File: src/hdl/pgm_defines.svh
// Register map, field positions, reset values and timing counts of the
// power-good and warning monitor.
// Assumes a 100 MHz core clock and an 8-bit register port.
`ifndef PGM_DEFINES_SVH
`define PGM_DEFINES_SVH

// Register offsets on the 8-bit register port.
`define PGM_ADDR_CTRL1   8'h00
`define PGM_ADDR_CTRL2   8'h01
`define PGM_ADDR_FAULT   8'h02
`define PGM_ADDR_INT     8'h03
`define PGM_ADDR_MASK    8'h04
`define PGM_ADDR_STATUS  8'h05
`define PGM_ADDR_ILIM    8'h06
`define PGM_ADDR_CONFIG  8'h07

// Control 1 fields: two rail selects, two window selects, pin options.
`define PGM_C1_RAILSEL   0
`define PGM_C1_WINDOW    2
`define PGM_C1_POL       4
`define PGM_C1_OD        5
// Control 2 fields.
`define PGM_C2_TWSEL     0
`define PGM_C2_MODE      1
`define PGM_C2_FHOLD     2
// Interrupt flag fields (two peak flags from bit 0).
`define PGM_INT_PEAK     0
`define PGM_INT_TW       2
`define PGM_INT_OV       3
`define PGM_INT_TRIP     4
// Mask fields.
`define PGM_MSK_PEAK     0
`define PGM_MSK_TW       2
// Status fields.
`define PGM_ST_PEAK      0
`define PGM_ST_TW        2
`define PGM_ST_PG        3
`define PGM_ST_OV        4
`define PGM_ST_TRIP      5
// Peak current setting fields, three bits each.
`define PGM_ILIM_R0      0
`define PGM_ILIM_R1      4
// Config fields.
`define PGM_CFG_TWLVL    0

// Reset values.
`define PGM_RST_CTRL1    8'h13
`define PGM_RST_CTRL2    8'h00
`define PGM_RST_MASK     8'h00
`define PGM_RST_ILIM     8'h00
`define PGM_RST_CONFIG   8'h00

// Timing: figures in microseconds and the clock rate in MHz.
`define PGM_CLK_MHZ      100
`define PGM_GATE_US      800
`define PGM_QUAL_US      20
`define PGM_DEB_US       6
`define PGM_GATE_CYCLES  (`PGM_GATE_US * `PGM_CLK_MHZ)
`define PGM_QUAL_CYCLES  (`PGM_QUAL_US * `PGM_CLK_MHZ)
`define PGM_DEB_CYCLES   (`PGM_DEB_US * `PGM_CLK_MHZ)

`endif

File: src/hdl/pgm_pkg.sv
// Types shared by the power-good monitor modules.
// Assumes nothing beyond a SystemVerilog compiler.
package pgm_pkg;

  // Sequencing of the power-good output after configuration load.
  typedef enum logic [1:0] {
    PGM_LOAD,
    PGM_WAIT_EN,
    PGM_RUN
  } pgm_state_t;

endpackage : pgm_pkg

File: src/hdl/pgm_flt_if.sv
// Carrier between the monitor and its debounce filter.
// Assumes both ends run on the same clock.
`timescale 1ns/10ps

interface pgm_flt_if;
  logic sample;    // Raw level to be filtered.
  logic filtered;  // Debounced level.

  // The monitor drives the raw level and reads the result.
  modport owner (output sample, input filtered);
  // The filter reads the raw level and drives the result.
  modport filt (input sample, output filtered);
endinterface : pgm_flt_if

File: src/hdl/pgm_debounce.sv
// Symmetric debounce filter for the power-good level.
// Assumes a synchronous input and the 100 MHz core clock.
`timescale 1ns/10ps
`include "pgm_defines.svh"

module pgm_debounce
  import pgm_pkg::*;
(
  input  wire logic clk,
  input  wire logic srst,
  pgm_flt_if.filt   flt
);

  localparam logic [9:0] DEB_LAST = 10'(`PGM_DEB_CYCLES - 1);

  logic [9:0] cnt_reg;      // Cycles the input has differed.
  logic [9:0] cnt_next;     // Next count.
  logic       level_reg;    // Filtered level.
  logic       level_next;   // Next filtered level.

  // The count restarts whenever the input agrees again, so a glitch
  // shorter than the window never reaches the output.
  always_comb begin
    cnt_next   = 10'h000;
    level_next = level_reg;
    if (flt.sample != level_reg) begin
      if (cnt_reg == DEB_LAST) begin
        level_next = flt.sample;
      end else begin
        cnt_next = cnt_reg + 10'h001;
      end
    end
  end

  // Registers only; the reset level is inactive.
  always_ff @(posedge clk) begin
    if (srst) begin
      cnt_reg   <= 10'h000;
      level_reg <= 1'b0;
    end else begin
      cnt_reg   <= cnt_next;
      level_reg <= level_next;
    end
  end

  assign flt.filtered = level_reg;

endmodule // pgm_debounce

File: src/hdl/pgm_monitor.sv
// Power-good combiner, rail fault latch and warning interrupts.
// Assumes synchronous inputs, a 100 MHz clock and srst as the supply
// undervoltage reset.
//
// Operation
// - Per-rail select bits choose voltage monitors.
// - Disabled rails never pull power-good inactive.
// - Optional thermal warning source for power-good.
// - Power-good needs every selected source valid.
// - Window bit: undervoltage only, or both.
// - Pin polarity and push-pull/open-drain bits.
// - Mode bit from OTP: gated or continuous.
// - Gated mode asserts after configuration load.
// - Gated mode holds power-good 800 us.
// - Gated faults latch, stop monitoring until cleared.
// - Faults and interrupt flags are write-one-to-clear.
// - Undervoltage reset clears pending flags.
// - Continuous: assert, drop on enable, then track.
// - Continuous power-good follows monitors unlatched.
// - Continuous rail faults latch until cleared.
// - Continuous mode: inactive during voltage change.
// - Fault-hold option keeps power-good inactive.
// - Three-bit peak current setting per rail.
// - 20 us peak regulation sets flag, interrupt.
// - Peak status, clearable flag, mask per rail.
// - Threshold select bit for thermal warning.
// - Thermal warning flag, status, clear, mask.
// - Interrupt low while unmasked flag pending.
// - Power-good debounced 6 us both edges.
// - Polarity inverts only the physical pin.
`timescale 1ns/10ps
`include "pgm_defines.svh"

module pgm_monitor
  import pgm_pkg::*;
#(
  parameter int unsigned GATE_CYCLES = `PGM_GATE_CYCLES
)
(
  input  wire logic       clk,
  input  wire logic       srst,
  input  wire logic [7:0] regAddr,
  input  wire logic [7:0] regWrData,
  input  wire logic       regWrEn,
  input  wire logic       regRdEn,
  output logic      [7:0] regRdData,
  input  wire logic       cfgLoadDone,
  input  wire logic       otpBehaviourDefault,
  input  wire logic [1:0] railEnable,
  input  wire logic [1:0] railUnderOk,
  input  wire logic [1:0] railOverOk,
  input  wire logic [1:0] railRamping,
  input  wire logic [1:0] peakLimitActive,
  input  wire logic       tempWarnRaw,
  input  wire logic       inputOvRaw,
  input  wire logic       thermalTripRaw,
  output logic      [2:0] peakCurrentSetting0,
  output logic      [2:0] peakCurrentSetting1,
  output logic            tempWarnThresholdSelect,
  output logic            powerGoodOut,
  output logic            powerGoodOutEnN,
  output logic            irqOutN
);

  localparam logic [16:0] GATE_LOAD = 17'(GATE_CYCLES - 1);
  localparam logic [10:0] QUAL_LAST = 11'(`PGM_QUAL_CYCLES);

  // Software-visible registers.
  logic [7:0] ctrl1_reg;        // Rail selects, windows, pin options.
  logic [7:0] ctrl1_next;
  logic [7:0] ctrl2_reg;        // Warning select, mode, fault hold.
  logic [7:0] ctrl2_next;
  logic [1:0] fault_reg;        // Rail fault latch.
  logic [1:0] fault_next;
  logic [4:0] intFlag_reg;      // Interrupt flags.
  logic [4:0] intFlag_next;
  logic [7:0] mask_reg;         // Interrupt masks.
  logic [7:0] mask_next;
  logic [7:0] ilim_reg;         // Peak current settings.
  logic [7:0] ilim_next;
  logic [7:0] config_reg;       // Warning threshold select.
  logic [7:0] config_next;
  logic [7:0] rdData_reg;       // Read data, valid one cycle later.
  logic [7:0] rdData_next;

  // Sequencing state.
  pgm_state_t  state_reg;       // Power-good sequencing state.
  pgm_state_t  state_next;
  logic [16:0] gateCnt_reg;     // Gated hold-off countdown.
  logic [16:0] gateCnt_next;
  logic        pgTarget_reg;    // Unfiltered power-good level.
  logic        pgTarget_next;
  logic [1:0]  enPrev_reg;      // Previous rail enables.
  logic [1:0]  rampPrev_reg;    // Previous ramp indications.

  // Pin stage.
  logic        pgPin_reg;       // Pin level.
  logic        pgPin_next;
  logic        pgOenN_reg;      // Pin output enable, low drives.
  logic        pgOenN_next;
  logic        irqN_reg;        // Interrupt pin level.
  logic        irqN_next;

  // Combinational helpers.
  logic [1:0]  railMonitored;   // Selected and enabled rails.
  logic [1:0]  railOk;          // Monitor result per rail.
  logic [1:0]  railValid;       // Rail does not block power-good.
  logic [1:0]  peakStat;        // Qualified peak regulation.
  logic        pgValid;         // All selected sources valid.
  logic        event_start;     // Enable or voltage-change start.
  logic        gatedMode;       // Behaviour select: high when gated.
  logic        wrHit;           // Write strobe helper.
  logic        pgFiltered;      // Debounced power-good.

  pgm_flt_if pgFlt ();

  // The debounce filter sits between the combiner and both the pin
  // and the status bit so that the two never disagree.
  pgm_debounce u_debounce (
    .clk  (clk),
    .srst (srst),
    .flt  (pgFlt)
  );

  assign pgFlt.sample = pgTarget_reg;
  assign pgFiltered   = pgFlt.filtered;
  assign gatedMode    = ~ctrl2_reg[`PGM_C2_MODE];
  assign wrHit        = regWrEn;

  // Per-rail monitoring and peak-current qualification.
  genvar gi;
  generate
    for (gi = 0; gi < 2; gi++) begin : g_rail
      logic [10:0] qualCnt_reg;   // Cycles spent in peak regulation.
      logic [10:0] qualCnt_next;

      // Only enabled, selected rails have their voltage monitors checked.
      assign railMonitored[gi] = ctrl1_reg[`PGM_C1_RAILSEL + gi] &
                                 railEnable[gi];
      // Window bit low ignores the overvoltage comparator.
      assign railOk[gi] = railUnderOk[gi] &
                          (~ctrl1_reg[`PGM_C1_WINDOW + gi] |
                           railOverOk[gi]);
      assign railValid[gi] = ~railMonitored[gi] | railOk[gi];

      // The count restarts on any break in regulation; it saturates
      // so that status stays high while regulation lasts.
      always_comb begin
        qualCnt_next = 11'h000;
        if (peakLimitActive[gi]) begin
          if (qualCnt_reg == QUAL_LAST) begin
            qualCnt_next = qualCnt_reg;
          end else begin
            qualCnt_next = qualCnt_reg + 11'h001;
          end
        end
      end

      // Counter register.
      always_ff @(posedge clk) begin
        if (srst) begin
          qualCnt_reg <= 11'h000;
        end else begin
          qualCnt_reg <= qualCnt_next;
        end
      end

      assign peakStat[gi] = (qualCnt_reg == QUAL_LAST);
    end
  endgenerate

  // The combination of every selected source. Pending input
  // overvoltage and thermal trip flags block it, not the raw levels.
  assign pgValid = (&railValid) &
                   ~(ctrl2_reg[`PGM_C2_TWSEL] & tempWarnRaw) &
                   ~intFlag_reg[`PGM_INT_OV] &
                   ~intFlag_reg[`PGM_INT_TRIP];

  assign event_start = |(railEnable & ~enPrev_reg) |
                       |(railRamping & ~rampPrev_reg);

  // Register file: writes, write-one-to-clear and flag setting.
  always_comb begin
    logic [1:0] faultSet;
    logic [4:0] flagSet;
    logic       checkOn;
    faultSet    = 2'h0;
    flagSet     = 5'h00;
    checkOn     = 1'b0;
    ctrl1_next  = ctrl1_reg;
    ctrl2_next  = ctrl2_reg;
    mask_next   = mask_reg;
    ilim_next   = ilim_reg;
    config_next = config_reg;
    fault_next  = fault_reg;
    intFlag_next = intFlag_reg;

    // Load the behaviour default while leaving configuration load.
    if (state_reg == PGM_LOAD && cfgLoadDone) begin
      ctrl2_next[`PGM_C2_MODE] = otpBehaviourDefault;
    end

    if (wrHit) begin
      case (regAddr)
        `PGM_ADDR_CTRL1:  ctrl1_next = regWrData;
        `PGM_ADDR_CTRL2:  ctrl2_next = regWrData;
        `PGM_ADDR_MASK:   mask_next = regWrData;
        `PGM_ADDR_ILIM:   ilim_next = regWrData;
        `PGM_ADDR_CONFIG: config_next = regWrData;
        `PGM_ADDR_FAULT: begin
          fault_next = fault_reg & ~regWrData[1:0];
        end
        `PGM_ADDR_INT: begin
          intFlag_next = intFlag_reg & ~regWrData[4:0];
        end
        default: begin
          // Writes elsewhere are dropped.
        end
      endcase
    end

    // Rail faults are checked after the hold-off in gated mode and
    // outside voltage changes in continuous mode.
    for (int i = 0; i < 2; i++) begin
      if (gatedMode) begin
        checkOn = (state_reg == PGM_RUN) && !event_start && ~|gateCnt_reg;
      end else begin
        checkOn = (state_reg == PGM_RUN) && !railRamping[i];
      end
      faultSet[i] = checkOn & railMonitored[i] & ~railOk[i];
    end

    flagSet[`PGM_INT_PEAK + 0] = peakStat[0];
    flagSet[`PGM_INT_PEAK + 1] = peakStat[1];
    flagSet[`PGM_INT_TW]       = tempWarnRaw;
    flagSet[`PGM_INT_OV]       = inputOvRaw;
    flagSet[`PGM_INT_TRIP]     = thermalTripRaw;

    // A set in the clearing cycle, or a persisting cause, wins.
    fault_next   = fault_next | faultSet;
    intFlag_next = intFlag_next | flagSet;
  end

  // Register file storage; srst models the undervoltage reset.
  always_ff @(posedge clk) begin
    if (srst) begin
      ctrl1_reg   <= `PGM_RST_CTRL1;
      ctrl2_reg   <= `PGM_RST_CTRL2;
      mask_reg    <= `PGM_RST_MASK;
      ilim_reg    <= `PGM_RST_ILIM;
      config_reg  <= `PGM_RST_CONFIG;
      fault_reg   <= 2'h0;
      intFlag_reg <= 5'h00;
    end else begin
      ctrl1_reg   <= ctrl1_next;
      ctrl2_reg   <= ctrl2_next;
      mask_reg    <= mask_next;
      ilim_reg    <= ilim_next;
      config_reg  <= config_next;
      fault_reg   <= fault_next;
      intFlag_reg <= intFlag_next;
    end
  end

  // Power-good sequencing. In gated mode the level is frozen while
  // the hold-off runs, which lets a wired-OR with the enable pin act
  // as a reset generator without chattering during start-up.
  always_comb begin
    state_next    = state_reg;
    gateCnt_next  = gateCnt_reg;
    pgTarget_next = pgTarget_reg;

    // Each new enable or voltage change restarts the hold-off.
    if (event_start) begin
      gateCnt_next = GATE_LOAD;
    end else if (gateCnt_reg != 17'h00000) begin
      gateCnt_next = gateCnt_reg - 17'h00001;
    end

    case (state_reg)
      PGM_LOAD: begin
        pgTarget_next = 1'b0;
        if (cfgLoadDone) begin
          pgTarget_next = 1'b1;
          if (otpBehaviourDefault) begin
            state_next = PGM_WAIT_EN;
          end else begin
            state_next = PGM_RUN;
          end
        end
      end
      PGM_WAIT_EN: begin
        // Continuous mode stays asserted until a rail is enabled.
        if (|railEnable) begin
          pgTarget_next = 1'b0;
          state_next    = PGM_RUN;
        end
      end
      PGM_RUN: begin
        if (gatedMode) begin
          // Frozen during hold-off; afterwards latched faults keep
          // it inactive until software clears them.
          if (!event_start && gateCnt_reg == 17'h00000) begin
            pgTarget_next = pgValid & ~(|fault_reg);
          end
        end else begin
          pgTarget_next = pgValid & ~(|(railRamping & railEnable)) &
                          ~(ctrl2_reg[`PGM_C2_FHOLD] &
                            (|fault_reg));
        end
      end
      default: begin
        state_next = PGM_LOAD;
      end
    endcase

    // The fault-hold option also applies in gated mode.
    if (state_reg == PGM_RUN && ctrl2_reg[`PGM_C2_FHOLD] &&
        |fault_reg) begin
      pgTarget_next = 1'b0;
    end
  end

  // Sequencing registers.
  always_ff @(posedge clk) begin
    if (srst) begin
      state_reg    <= PGM_LOAD;
      gateCnt_reg  <= 17'h00000;
      pgTarget_reg <= 1'b0;
      enPrev_reg   <= 2'h0;
      rampPrev_reg <= 2'h0;
    end else begin
      state_reg    <= state_next;
      gateCnt_reg  <= gateCnt_next;
      pgTarget_reg <= pgTarget_next;
      enPrev_reg   <= railEnable;
      rampPrev_reg <= railRamping;
    end
  end

  // Pin stage and read port. Polarity touches only the pin; the
  // status bit keeps native polarity. Open drain drives only low.
  always_comb begin
    pgPin_next = ctrl1_reg[`PGM_C1_POL] ? pgFiltered
                                         : ~pgFiltered;
    pgOenN_next = ctrl1_reg[`PGM_C1_OD] & pgPin_next;
    irqN_next = ~(|(intFlag_reg[1:0] & ~mask_reg[1:0]) |
                  (intFlag_reg[`PGM_INT_TW] &
                   ~mask_reg[`PGM_MSK_TW]) |
                  intFlag_reg[`PGM_INT_OV] |
                  intFlag_reg[`PGM_INT_TRIP]);
    rdData_next = 8'h00;
    if (regRdEn) begin
      case (regAddr)
        `PGM_ADDR_CTRL1:  rdData_next = ctrl1_reg;
        `PGM_ADDR_CTRL2:  rdData_next = ctrl2_reg;
        `PGM_ADDR_FAULT:  rdData_next = {6'h00, fault_reg};
        `PGM_ADDR_INT:    rdData_next = {3'h0, intFlag_reg};
        `PGM_ADDR_MASK:   rdData_next = mask_reg;
        `PGM_ADDR_ILIM:   rdData_next = ilim_reg;
        `PGM_ADDR_CONFIG: rdData_next = config_reg;
        `PGM_ADDR_STATUS: begin
          rdData_next = {2'h0, thermalTripRaw, inputOvRaw,
                         pgFiltered, tempWarnRaw, peakStat};
        end
        default: begin
          rdData_next = 8'h00;
        end
      endcase
    end
  end

  // Output registers; the pin is driven low during reset.
  always_ff @(posedge clk) begin
    if (srst) begin
      pgPin_reg  <= 1'b0;
      pgOenN_reg <= 1'b0;
      irqN_reg   <= 1'b1;
      rdData_reg <= 8'h00;
    end else begin
      pgPin_reg  <= pgPin_next;
      pgOenN_reg <= pgOenN_next;
      irqN_reg   <= irqN_next;
      rdData_reg <= rdData_next;
    end
  end

  // Every output comes straight from a register.
  assign regRdData               = rdData_reg;
  assign powerGoodOut            = pgPin_reg;
  assign powerGoodOutEnN         = pgOenN_reg;
  assign irqOutN                 = irqN_reg;
  assign peakCurrentSetting0     = ilim_reg[`PGM_ILIM_R0 +: 3];
  assign peakCurrentSetting1     = ilim_reg[`PGM_ILIM_R1 +: 3];
  assign tempWarnThresholdSelect = config_reg[`PGM_CFG_TWLVL];

endmodule // pgm_monitor

File: config.mk
export PLATFORM = sky130hd
export DESIGN_NAME = pgm_monitor
export DESIGN_NICKNAME = d
export VERILOG_FILES = /design/src/hdl/pgm_pkg.sv /design/src/hdl/pgm_flt_if.sv /design/src/hdl/pgm_debounce.sv /design/src/hdl/pgm_monitor.sv
export VERILOG_INCLUDE_DIRS = /design/src /design/src/hdl
export SDC_FILE = /design/constraint.sdc
export NUM_CORES = 1
export LEC_CHECK = 0
export BUFFER_PORTS_ARGS = -buffer_cell sky130_fd_sc_hd__buf_4
export CORE_UTILIZATION = 35
export DETAILED_ROUTE_END_ITERATION = 6
export REMOVE_ABC_BUFFERS = 1
export SETUP_SLACK_MARGIN = 0.1
export SYNTH_ARGS = -nofsm -noshare
export SYNTH_HDL_FRONTEND = slang
export SYNTH_SLANG_ARGS = --single-unit
File: constraint.sdc
create_clock -name clk -period 2.8 [get_ports clk]
set_clock_uncertainty 0.05 [all_clocks]
set_input_delay 0.14 -clock clk [delete_from_list [all_inputs] [get_ports clk]]
set_output_delay 0.14 -clock clk [all_outputs]
set_load 0.05 [all_outputs]
==> out/summary.md, run 1 <==
Hold path startpoint: cfgLoadDone. In the finished design, the share of the clock period the worst path needs comes to 90.9%. Flip-flop count of the largest register after layout: 22.

Floorplan die height: 125 microns. The detailed router finished its first iteration with 207 violations. The via count of the first global-routing pass is 4393. The worst setup slack after placement is 0.276 ns. At the pin with the least slew margin, the transition time is 0.597 ns.

The portion of total power attributed to sequential cells is 39.7%. The die covers 15600 sq um. The maximum number of pins on one net before global-route repair is 42, and the die width is 125 microns. For the area of the core, the log shows 14600 sq um. TritonCTS built the clock tree. For the via count, the log shows 4340. Setup repair after global routing left no endpoint under its margin. Port buffering added 52 buffers. For the number of hold violations in the final report, the log shows 0. Summing the sequential cell areas from Yosys gives 43.5% of the chip area.

Relative to the synthesized area, the layout overhead comes to 25.9%. Flip-flop cell with the highest count after synthesis: sky130_fd_sc_hd__dfxtp_1. After clock tree synthesis, the setup repair step added 0 buffers. The worst setup path is launched from a flop. For this design the top-level I/O count stands at 53. The clock buffer count from CTS is 17, and the register clock-pin slew on the reported worst setup and hold paths is 0.05 ns. The first global-routing pass estimated 21700 microns of wire.

The area of the mapped netlist is 5290 sq um. The count of nets left with antenna violations once routing finished came out at 0. The biggest fanout along the worst timing path was 5; the final layout net count was 702. The final reports fail on design-rule violations. The synthesized area per cell is 9.02 sq um, and the leakage power of the design is 0.00242 uW.

Summed over all layers, the routed wires come to 13000 microns. The aggregate global routing overflow is 0. After floorplanning, the core was divided into 44 placement rows. The share of layout cells above drive strength 1 came out at 16.3%. The number of iterations in the first detailed-routing pass is 6. For the worst-skew pair, the clock arrives at the later sink with an insertion delay of 0.42 ns. The library cell with the highest instance count after synthesis is sky130_fd_sc_hd__dfxtp_1.

The maximum vdd ir drop is 0.372 mV. After synthesis, the netlist uses 54 different library cells. Counting flops with a built-in enable in the synthesized netlist gives 0.

Routability-driven placement finished with a final weighted congestion of 0.799. The largest buffer count on any clock path was 2. Derived from the worst setup path, the maximum achievable clock frequency is 393 MHz.

The logs give 3350 uW for the internal power and 0 for the number of max-capacitance violations reported. The share of total power dissipated in combinational logic is 7.7%. Once layout is complete, the utilization of the core stands at 45.5%. In the routed layout, each cell is associated on average with a via count of 5.09. Counting flops and latches in the post-synthesis netlist gives 115. For this configuration, the core starts out at a cell density of 36.2%.

After detailed routing, the average wire length per cell comes to 15.2 microns. For the count of pins over their slew limit, the log shows 0. The tools report the data arrival at the endpoint of the critical path as 2.83 ns. For the DRC violations left, the log shows 6. The clock net in this run drives a total of 115 sinks. The worst register-to-register path begins at gateCnt_reg[2].

The cell count after synthesis is 587, and the power per cell area is 647 nW/um^2. Sorting the synthesized cells by how often they occur yields 115 x sky130_fd_sc_hd__dfxtp_1, 88 x sky130_fd_sc_hd__nor2_1, 51 x sky130_fd_sc_hd__mux2i_1. The cell sitting at the root of the clock tree is a sky130_fd_sc_hd__clkbuf_16. The biggest area contributor in the post-synthesis netlist is sky130_fd_sc_hd__dfxtp_1. STA puts the critical path data required time at 3.09 ns.

The initial antenna violation count came out at 0. The smallest clock period supported by the final layout is computed as 2.55 ns. Summed over all failing endpoints, the final setup total negative slack is 0 ns. The kind of critical path was flop to flop. STA classifies the critical path endpoint as a flop. In the global route stage, overall resource usage came out at 17.6%.

The worst hold path belongs to the class input port to flop. After synthesis, the share of flip-flops with an asynchronous set or reset is 0%. The run gives 0.0416 ns as the final hold slack. The worst setup margin is 0.255 ns. For this run, the number of Yosys warnings is 0. The run finished, with violations left. Launch point of the worst path: gateCnt_reg[2]. The number of antenna diodes in the final layout is 0.

In this run the biggest area consumer among cell types represents 43.5% of the synthesized area. The switching portion of total power was 22.3%; the worst slew slack as a fraction of its limit was 60.2%. The logs give 52.7% for the clock share of power and 0 for the setup-violating endpoint count in the final report. The H-tree was split into 4 levels.

Detailed-placement wirelength estimate: 8920 microns. In this run the power spent charging and discharging nets is 963 uW. Sorting the synthesized cells by area gives the leading types as sky130_fd_sc_hd__dfxtp_1 43%, sky130_fd_sc_hd__mux2i_1 9.6%, sky130_fd_sc_hd__nor2_1 6.2%.
-- power by group through the flow --
| stage | registers (uW) | logic, uW | clock network [uW] |
|---|---|---|---|
| 2_1_floorplan | 1740 | 170 | 0 |
| 3_3_place_gp | 1740 | 301 | 0 |
| 3_5_place_dp | 1740 | 308 | 0 |
| 4_1_cts | 1710 | 332 | 2310 |
| 5_1_grt | 1710 | 370 | 2400 |
| 6_report | 1710 | 331 | 2270 |
-- layout make-up --
| type | count | area, sq um |
|---|---|---|
| timing repair buffer | 82 | 658 |
| clock inverter | 10 | 155 |
| multi-input combinational | 426 | 2800 |
| sequential | 115 | 2300 |
| clock buffer | 22 | 464 |
| inverter | 14 | 52.6 |
| tap | 184 | 230 |
| fill | 1423 | 7980 |
-- layer usage --
layer	share of wire [%]	vias to the layer above	GRT usage, %
li1	-	2193	-
met1	48	2051	21.9
met2	46	77	29.1
met3	3.8	19	4.11
met4	1.8	0	7.75
met5	0	-	0
-- stage by stage --
step / total power [uW] / cells / instance area [sq um]
2_1_floorplan: 1910 / 555 / 5150
3_3_place_gp: 2040 / 804 / 5870
3_5_place_dp: 2050 / 804 / 5870
4_1_cts: 4350 / 853 / 6660
5_1_grt: 4480 / 853 / 6660
6_report: 4310 / 853 / 6660
-- repair_timing --
action | 4_1_cts | 5_1_grt
gates resized for setup | 0 | 0
hold endpoints to repair | 44 | 0
hold buffers | 17 | 0
-- kinds of logic after synthesis --
family,after synthesis,share of synthesized area (%)
adders and majority gates,11,2.60
muxes,53,10.1
AOI/OAI and AO/OA,89,10.8
DFF,115,43.5
buffers and inverters,46,3.73
and+or+nand+nor,234,22.8
xor gates and xnor gates,39,6.45
-- cell usage in the layout (no fill, tap or decap), types with 4 or more instances in the layout --
cell and n:
sky130_fd_sc_hd__dfxtp_1 115, sky130_fd_sc_hd__nor2_1 88, sky130_fd_sc_hd__buf_4 65, sky130_fd_sc_hd__mux2i_1 51, sky130_fd_sc_hd__a21oi_1 36, sky130_fd_sc_hd__nand3_1 27, sky130_fd_sc_hd__nand2_1 23, sky130_fd_sc_hd__xor2_1 21
sky130_fd_sc_hd__xnor2_1 18, sky130_fd_sc_hd__clkbuf_16 17, sky130_fd_sc_hd__dlygate4sd3_1 17, sky130_fd_sc_hd__nand2b_1 16, sky130_fd_sc_hd__inv_1 14, sky130_fd_sc_hd__o21ai_0 14, sky130_fd_sc_hd__nor2b_1 11, sky130_fd_sc_hd__ha_1 11
sky130_fd_sc_hd__nor3_1 10, sky130_fd_sc_hd__o2bb2ai_1 8, sky130_fd_sc_hd__nor4_1 7, sky130_fd_sc_hd__nand3b_1 6, sky130_fd_sc_hd__and3_1 6, sky130_fd_sc_hd__or4_1 6, sky130_fd_sc_hd__or2_2 6, sky130_fd_sc_hd__or3_1 5
sky130_fd_sc_hd__nand4_1 4, sky130_fd_sc_hd__o211ai_1 4, sky130_fd_sc_hd__nor4_2 4, sky130_fd_sc_hd__clkinv_2 4, sky130_fd_sc_hd__bufinv_16 4
-- path summary, 6_finish.rpt --
kind	to	slack, ns	depth (start not counted)
min reg2reg	regRdData[3]	0.41	2
max reg2reg	gateCnt_reg[15]	0.25	5
max	gateCnt_reg[15]	0.25	5
min	ctrl2_reg[1]	0.04	3
-- critical path, cell delays in order, from the launching register on --
cell	delay, ns
sky130_fd_sc_hd__dfxtp_1	0.34
sky130_fd_sc_hd__or4_4	0.58
sky130_fd_sc_hd__or4_1	0.54
sky130_fd_sc_hd__or3_4	0.40
sky130_fd_sc_hd__or4_1	0.41
sky130_fd_sc_hd__a21oi_1	0.15
Note: power is estimated with default switching activity, not from simulation.
==> run 2: changes to the inputs <==
--- a/config.mk
+++ b/config.mk
@@ -7,10 +7,12 @@
 export NUM_CORES = 1
 export LEC_CHECK = 0
 export BUFFER_PORTS_ARGS = -buffer_cell sky130_fd_sc_hd__buf_4
+export CORE_ASPECT_RATIO = 0.8
 export CORE_UTILIZATION = 35
 export DETAILED_ROUTE_END_ITERATION = 6
 export REMOVE_ABC_BUFFERS = 1
 export SETUP_SLACK_MARGIN = 0.1
+export SLEW_MARGIN = 25
 export SYNTH_ARGS = -nofsm -noshare
 export SYNTH_HDL_FRONTEND = slang
 export SYNTH_SLANG_ARGS = --single-unit
==> run 2 against run 1 <==
Compared with the run above:
- the flow now finishes without violations
- sequential share of layout area down 0.065 points
- via count up 2.4%
- fmax down 0.43%
- combinational power about the same
- global-route usage down 0.058 points
- non-clock buffer count up 1
- worst setup slack worse by 0.011 ns
- largest cell class unchanged
- sequential cell count unchanged
- first-iteration DRC count down 2.9%
==> out/summary.md, run 2 (same netlist as run 1, synthesis figures left out) <==
The flow ran to the end, and the final reports show no timing, DRC or antenna violations. The clock buffer count from CTS is 17 (unchanged). The tools report the power share of the combinational group as 7.7% (about the same). For the register area, the log shows 2300 sq um (unchanged).

The tools report the via count of the first global-routing pass as 4482 (+2.0%). The area growth from synthesis to layout is 26.1%. The clock share of power was 53.0% (+0.3 points); the number of iterations in the first detailed-routing pass was 4 (-2). The total area of multi-input combinational cells came out at 2800 sq um (unchanged). The ratio of routed vias to standard cells was 5.21 (+2.4%); the total wire length was 13100 microns (+0.59%). The worst setup path is launched from a flop.

For the initial antenna violation count, the log shows 0 (unchanged). The die width was 140 microns (+12%); the number of H-tree levels was 4 (unchanged). The final layout net count was 703 (+0.14%). For the detailed-placement wirelength estimate, the log shows 9310 microns (+4.3%).

The signal on the critical path passes through or4_4 > or4_1 > or3_4 > or4_1 > a21oi_1. The post-route clock period utilization works out to 91.3% (+0.40 points). The switching portion of total power is 22.5% (+0.14 points). TritonCTS built the clock tree.

The all-layer global routing usage was 17.5% (-0.058 points). The register clock-pin slew on the reported worst setup and hold paths came out at 0.05 ns (about the same). The class of the tightest hold or removal check is input port to flop. Slowest library cell on the worst path: sky130_fd_sc_hd__or4_4. The average wire length per cell after detail routing is 15.3 microns (+0.59%). The setup-violating endpoint count in the final report was 0 (unchanged); the required arrival time at the worst endpoint was 3.09 ns (about the same).

For the initial cell density of the core, the log shows 36.4% (+0.26 points). The I/O pin total is 53 (unchanged), and the internal power is 3370 uW (+0.67%). In this run the clock root is driven by a sky130_fd_sc_hd__clkbuf_16.

The run gives 977 uW (+1.5%) as the net switching power of the design. The number of max-capacitance violations reported is 0 (unchanged). The logs give 2 (unchanged) for the largest buffer count on any clock path and 39 (-11%) for the number of core rows.

The run gives 39.3% (-0.4 points) as the portion of total power attributed to sequential cells. Power per cell area: 651 nW/um^2 (+0.66%). Setup repair after global routing left no endpoint under its margin.

The logs give 391 MHz (-0.43%) for the highest achievable clock rate and 4350 uW (+0.85%) for the overall power of the completed layout. The total non-filler cell area in the finished layout is 6680 sq um (+0.19%). The run gives 1418 (-0.35%) as the number of fill cells in the layout. By instance count, the cell type seen most on the critical path is sky130_fd_sc_hd__or4_1.

The final hold slack is 0.0195 ns (-0.0221 ns). The area of the core was 14500 sq um (-0.70%); the post-detailed-route count of antenna-violating nets was 0 (unchanged). For the aggregate global routing overflow, the log shows 0 (unchanged).

The count of inserted antenna diode cells came out at 0 (unchanged). For the total negative slack for setup checks, the log shows 0 ns (unchanged). For the maximum vdd ir drop, the log shows 0.288 mV (-23%).

Delay of the slowest critical-path stage: 0.58 ns (about the same). The tools report the type of element capturing the critical path as a flop. The leakage power of the design was 0.00242 uW (+0.28%).

The library cells used most frequently in the layout, excluding fill and tap cells, are 115 x sky130_fd_sc_hd__dfxtp_1, 88 x sky130_fd_sc_hd__nor2_1, 67 x sky130_fd_sc_hd__buf_4, 51 x sky130_fd_sc_hd__mux2i_1, 36 x sky130_fd_sc_hd__a21oi_1. The slew at the pin closest to its max-slew limit is 0.688 ns (+0.0905 ns). The floorplan die height works out to 112 microns (-10%). The worst setup slack after placement is 0.266 ns (-0.0104 ns), and the DRC violations left is 0 (-6).

The flip-flop count of the largest register after layout was 22 (unchanged). The share of layout cells above drive strength 1 was 16.6% (+0.30 points); the maximum number of pins on one net before global-route repair was 43 (+2.4%). The total placed instance area is 5890 sq um (+0.26%), and the number of buffers inserted by port buffering is 52 (unchanged). The weighted congestion reported at the end of routability-driven placement came out at 0.810 (+1.4%). The run gives 0.244 ns (-0.0111 ns) as the worst setup margin.

The critical path in this run is classified as flop to flop. For the data arrival at the endpoint of the critical path, the log shows 2.84 ns (about the same). The library cell used most frequently in the layout, excluding fill and tap cells, is sky130_fd_sc_hd__dfxtp_1. The logs give 115 (unchanged) for the clock sink count and 0 (unchanged) for the number of buffers added for setup after CTS.

The worst slew slack as a fraction of its limit is 53.7% (-6.5 points). The clock latency on the worst-skew pair was 0.41 ns (about the same). The final critical path time including I/O delays and setup is 2.56 ns (+0.0111 ns), and the die footprint is 15600 sq um (about the same).

The number of gates given a new drive strength after cts is 0 (unchanged). The number of DRC markers in iteration 0 is 201 (-2.9%), and the biggest fanout along the worst timing path is 5 (unchanged). The count of pins over their slew limit was 0 (unchanged). The number of hold violations in the final report was 0 (unchanged). The first-pass GRT wire length came out at 21700 microns (+0.12%). The via count was 4445 (+2.4%).
## run 2: cell count changes in the layout (fill, tap and decap cells not counted)
cell,delta
sky130_fd_sc_hd__clkbuf_8,+1
sky130_fd_sc_hd__clkinv_2,-2
sky130_fd_sc_hd__clkbuf_1,-1
sky130_fd_sc_hd__clkinvlp_4,+1
sky130_fd_sc_hd__buf_4,+2
sky130_fd_sc_hd__dlygate4sd3_1,-1
## run 2: final timing paths
| path | cells past startpoint | to | from | slack (ns) |
|---|---|---|---|---|
| max | 5 | gateCnt_reg[15] | gateCnt_reg[2] | 0.24 |
| min | 3 | state_reg[0] | cfgLoadDone | 0.02 |
| max reg2reg | 5 | gateCnt_reg[15] | gateCnt_reg[2] | 0.24 |
| min reg2reg | 1 | u_debounce.cnt_reg[0] | u_debounce.cnt_reg[0] | 0.39 |
## run 2: routing by layer
metal  GRT usage (%)  vias to the layer above  wire [microns]
li1                -                     2198               -
met1            22.1                     2160            6210
met2            29.0                       75            6160
met3            4.43                       12             560
met4            6.37                        0             129
met5               0                        -               0
## run 2: final cells by class
class | count | area share (%)
multi-input combinational | 426 | 41.9
sequential | 115 | 34.5
timing repair buffer | 83 | 9.93
clock buffer | 22 | 7.10
tap | 184 | 3.45
clock inverter | 9 | 2.29
inverter | 14 | 0.787
## run 2: stage by stage
step / util, % / instances
2_1_floorplan: - / 555
3_3_place_gp: 40.5 / 806
3_5_place_dp: 40.5 / 806
4_1_cts: 45.9 / 853
5_1_grt: 45.9 / 853
6_report: 45.9 / 853
## run 2: what timing repair did
item	CTS	global route
setup endpoints to repair	0	0
endpoints found under the hold margin	43	0
hold buffers	16	0
## run 2: power groups by stage
stage | clock (uW) | sequential (uW) | combinational, uW
2_1_floorplan | 0 | 1740 | 170
3_3_place_gp | 0 | 1740 | 300
3_5_place_dp | 0 | 1740 | 313
4_1_cts | 2340 | 1710 | 332
5_1_grt | 2410 | 1710 | 369
6_report | 2310 | 1710 | 333
## run 2: worst max-delay path: cells and delay by family, from the launching register on
kind	cells	cell delay (ns)
compound gates	1	0.15
flops	1	0.35
simple gates	4	1.93
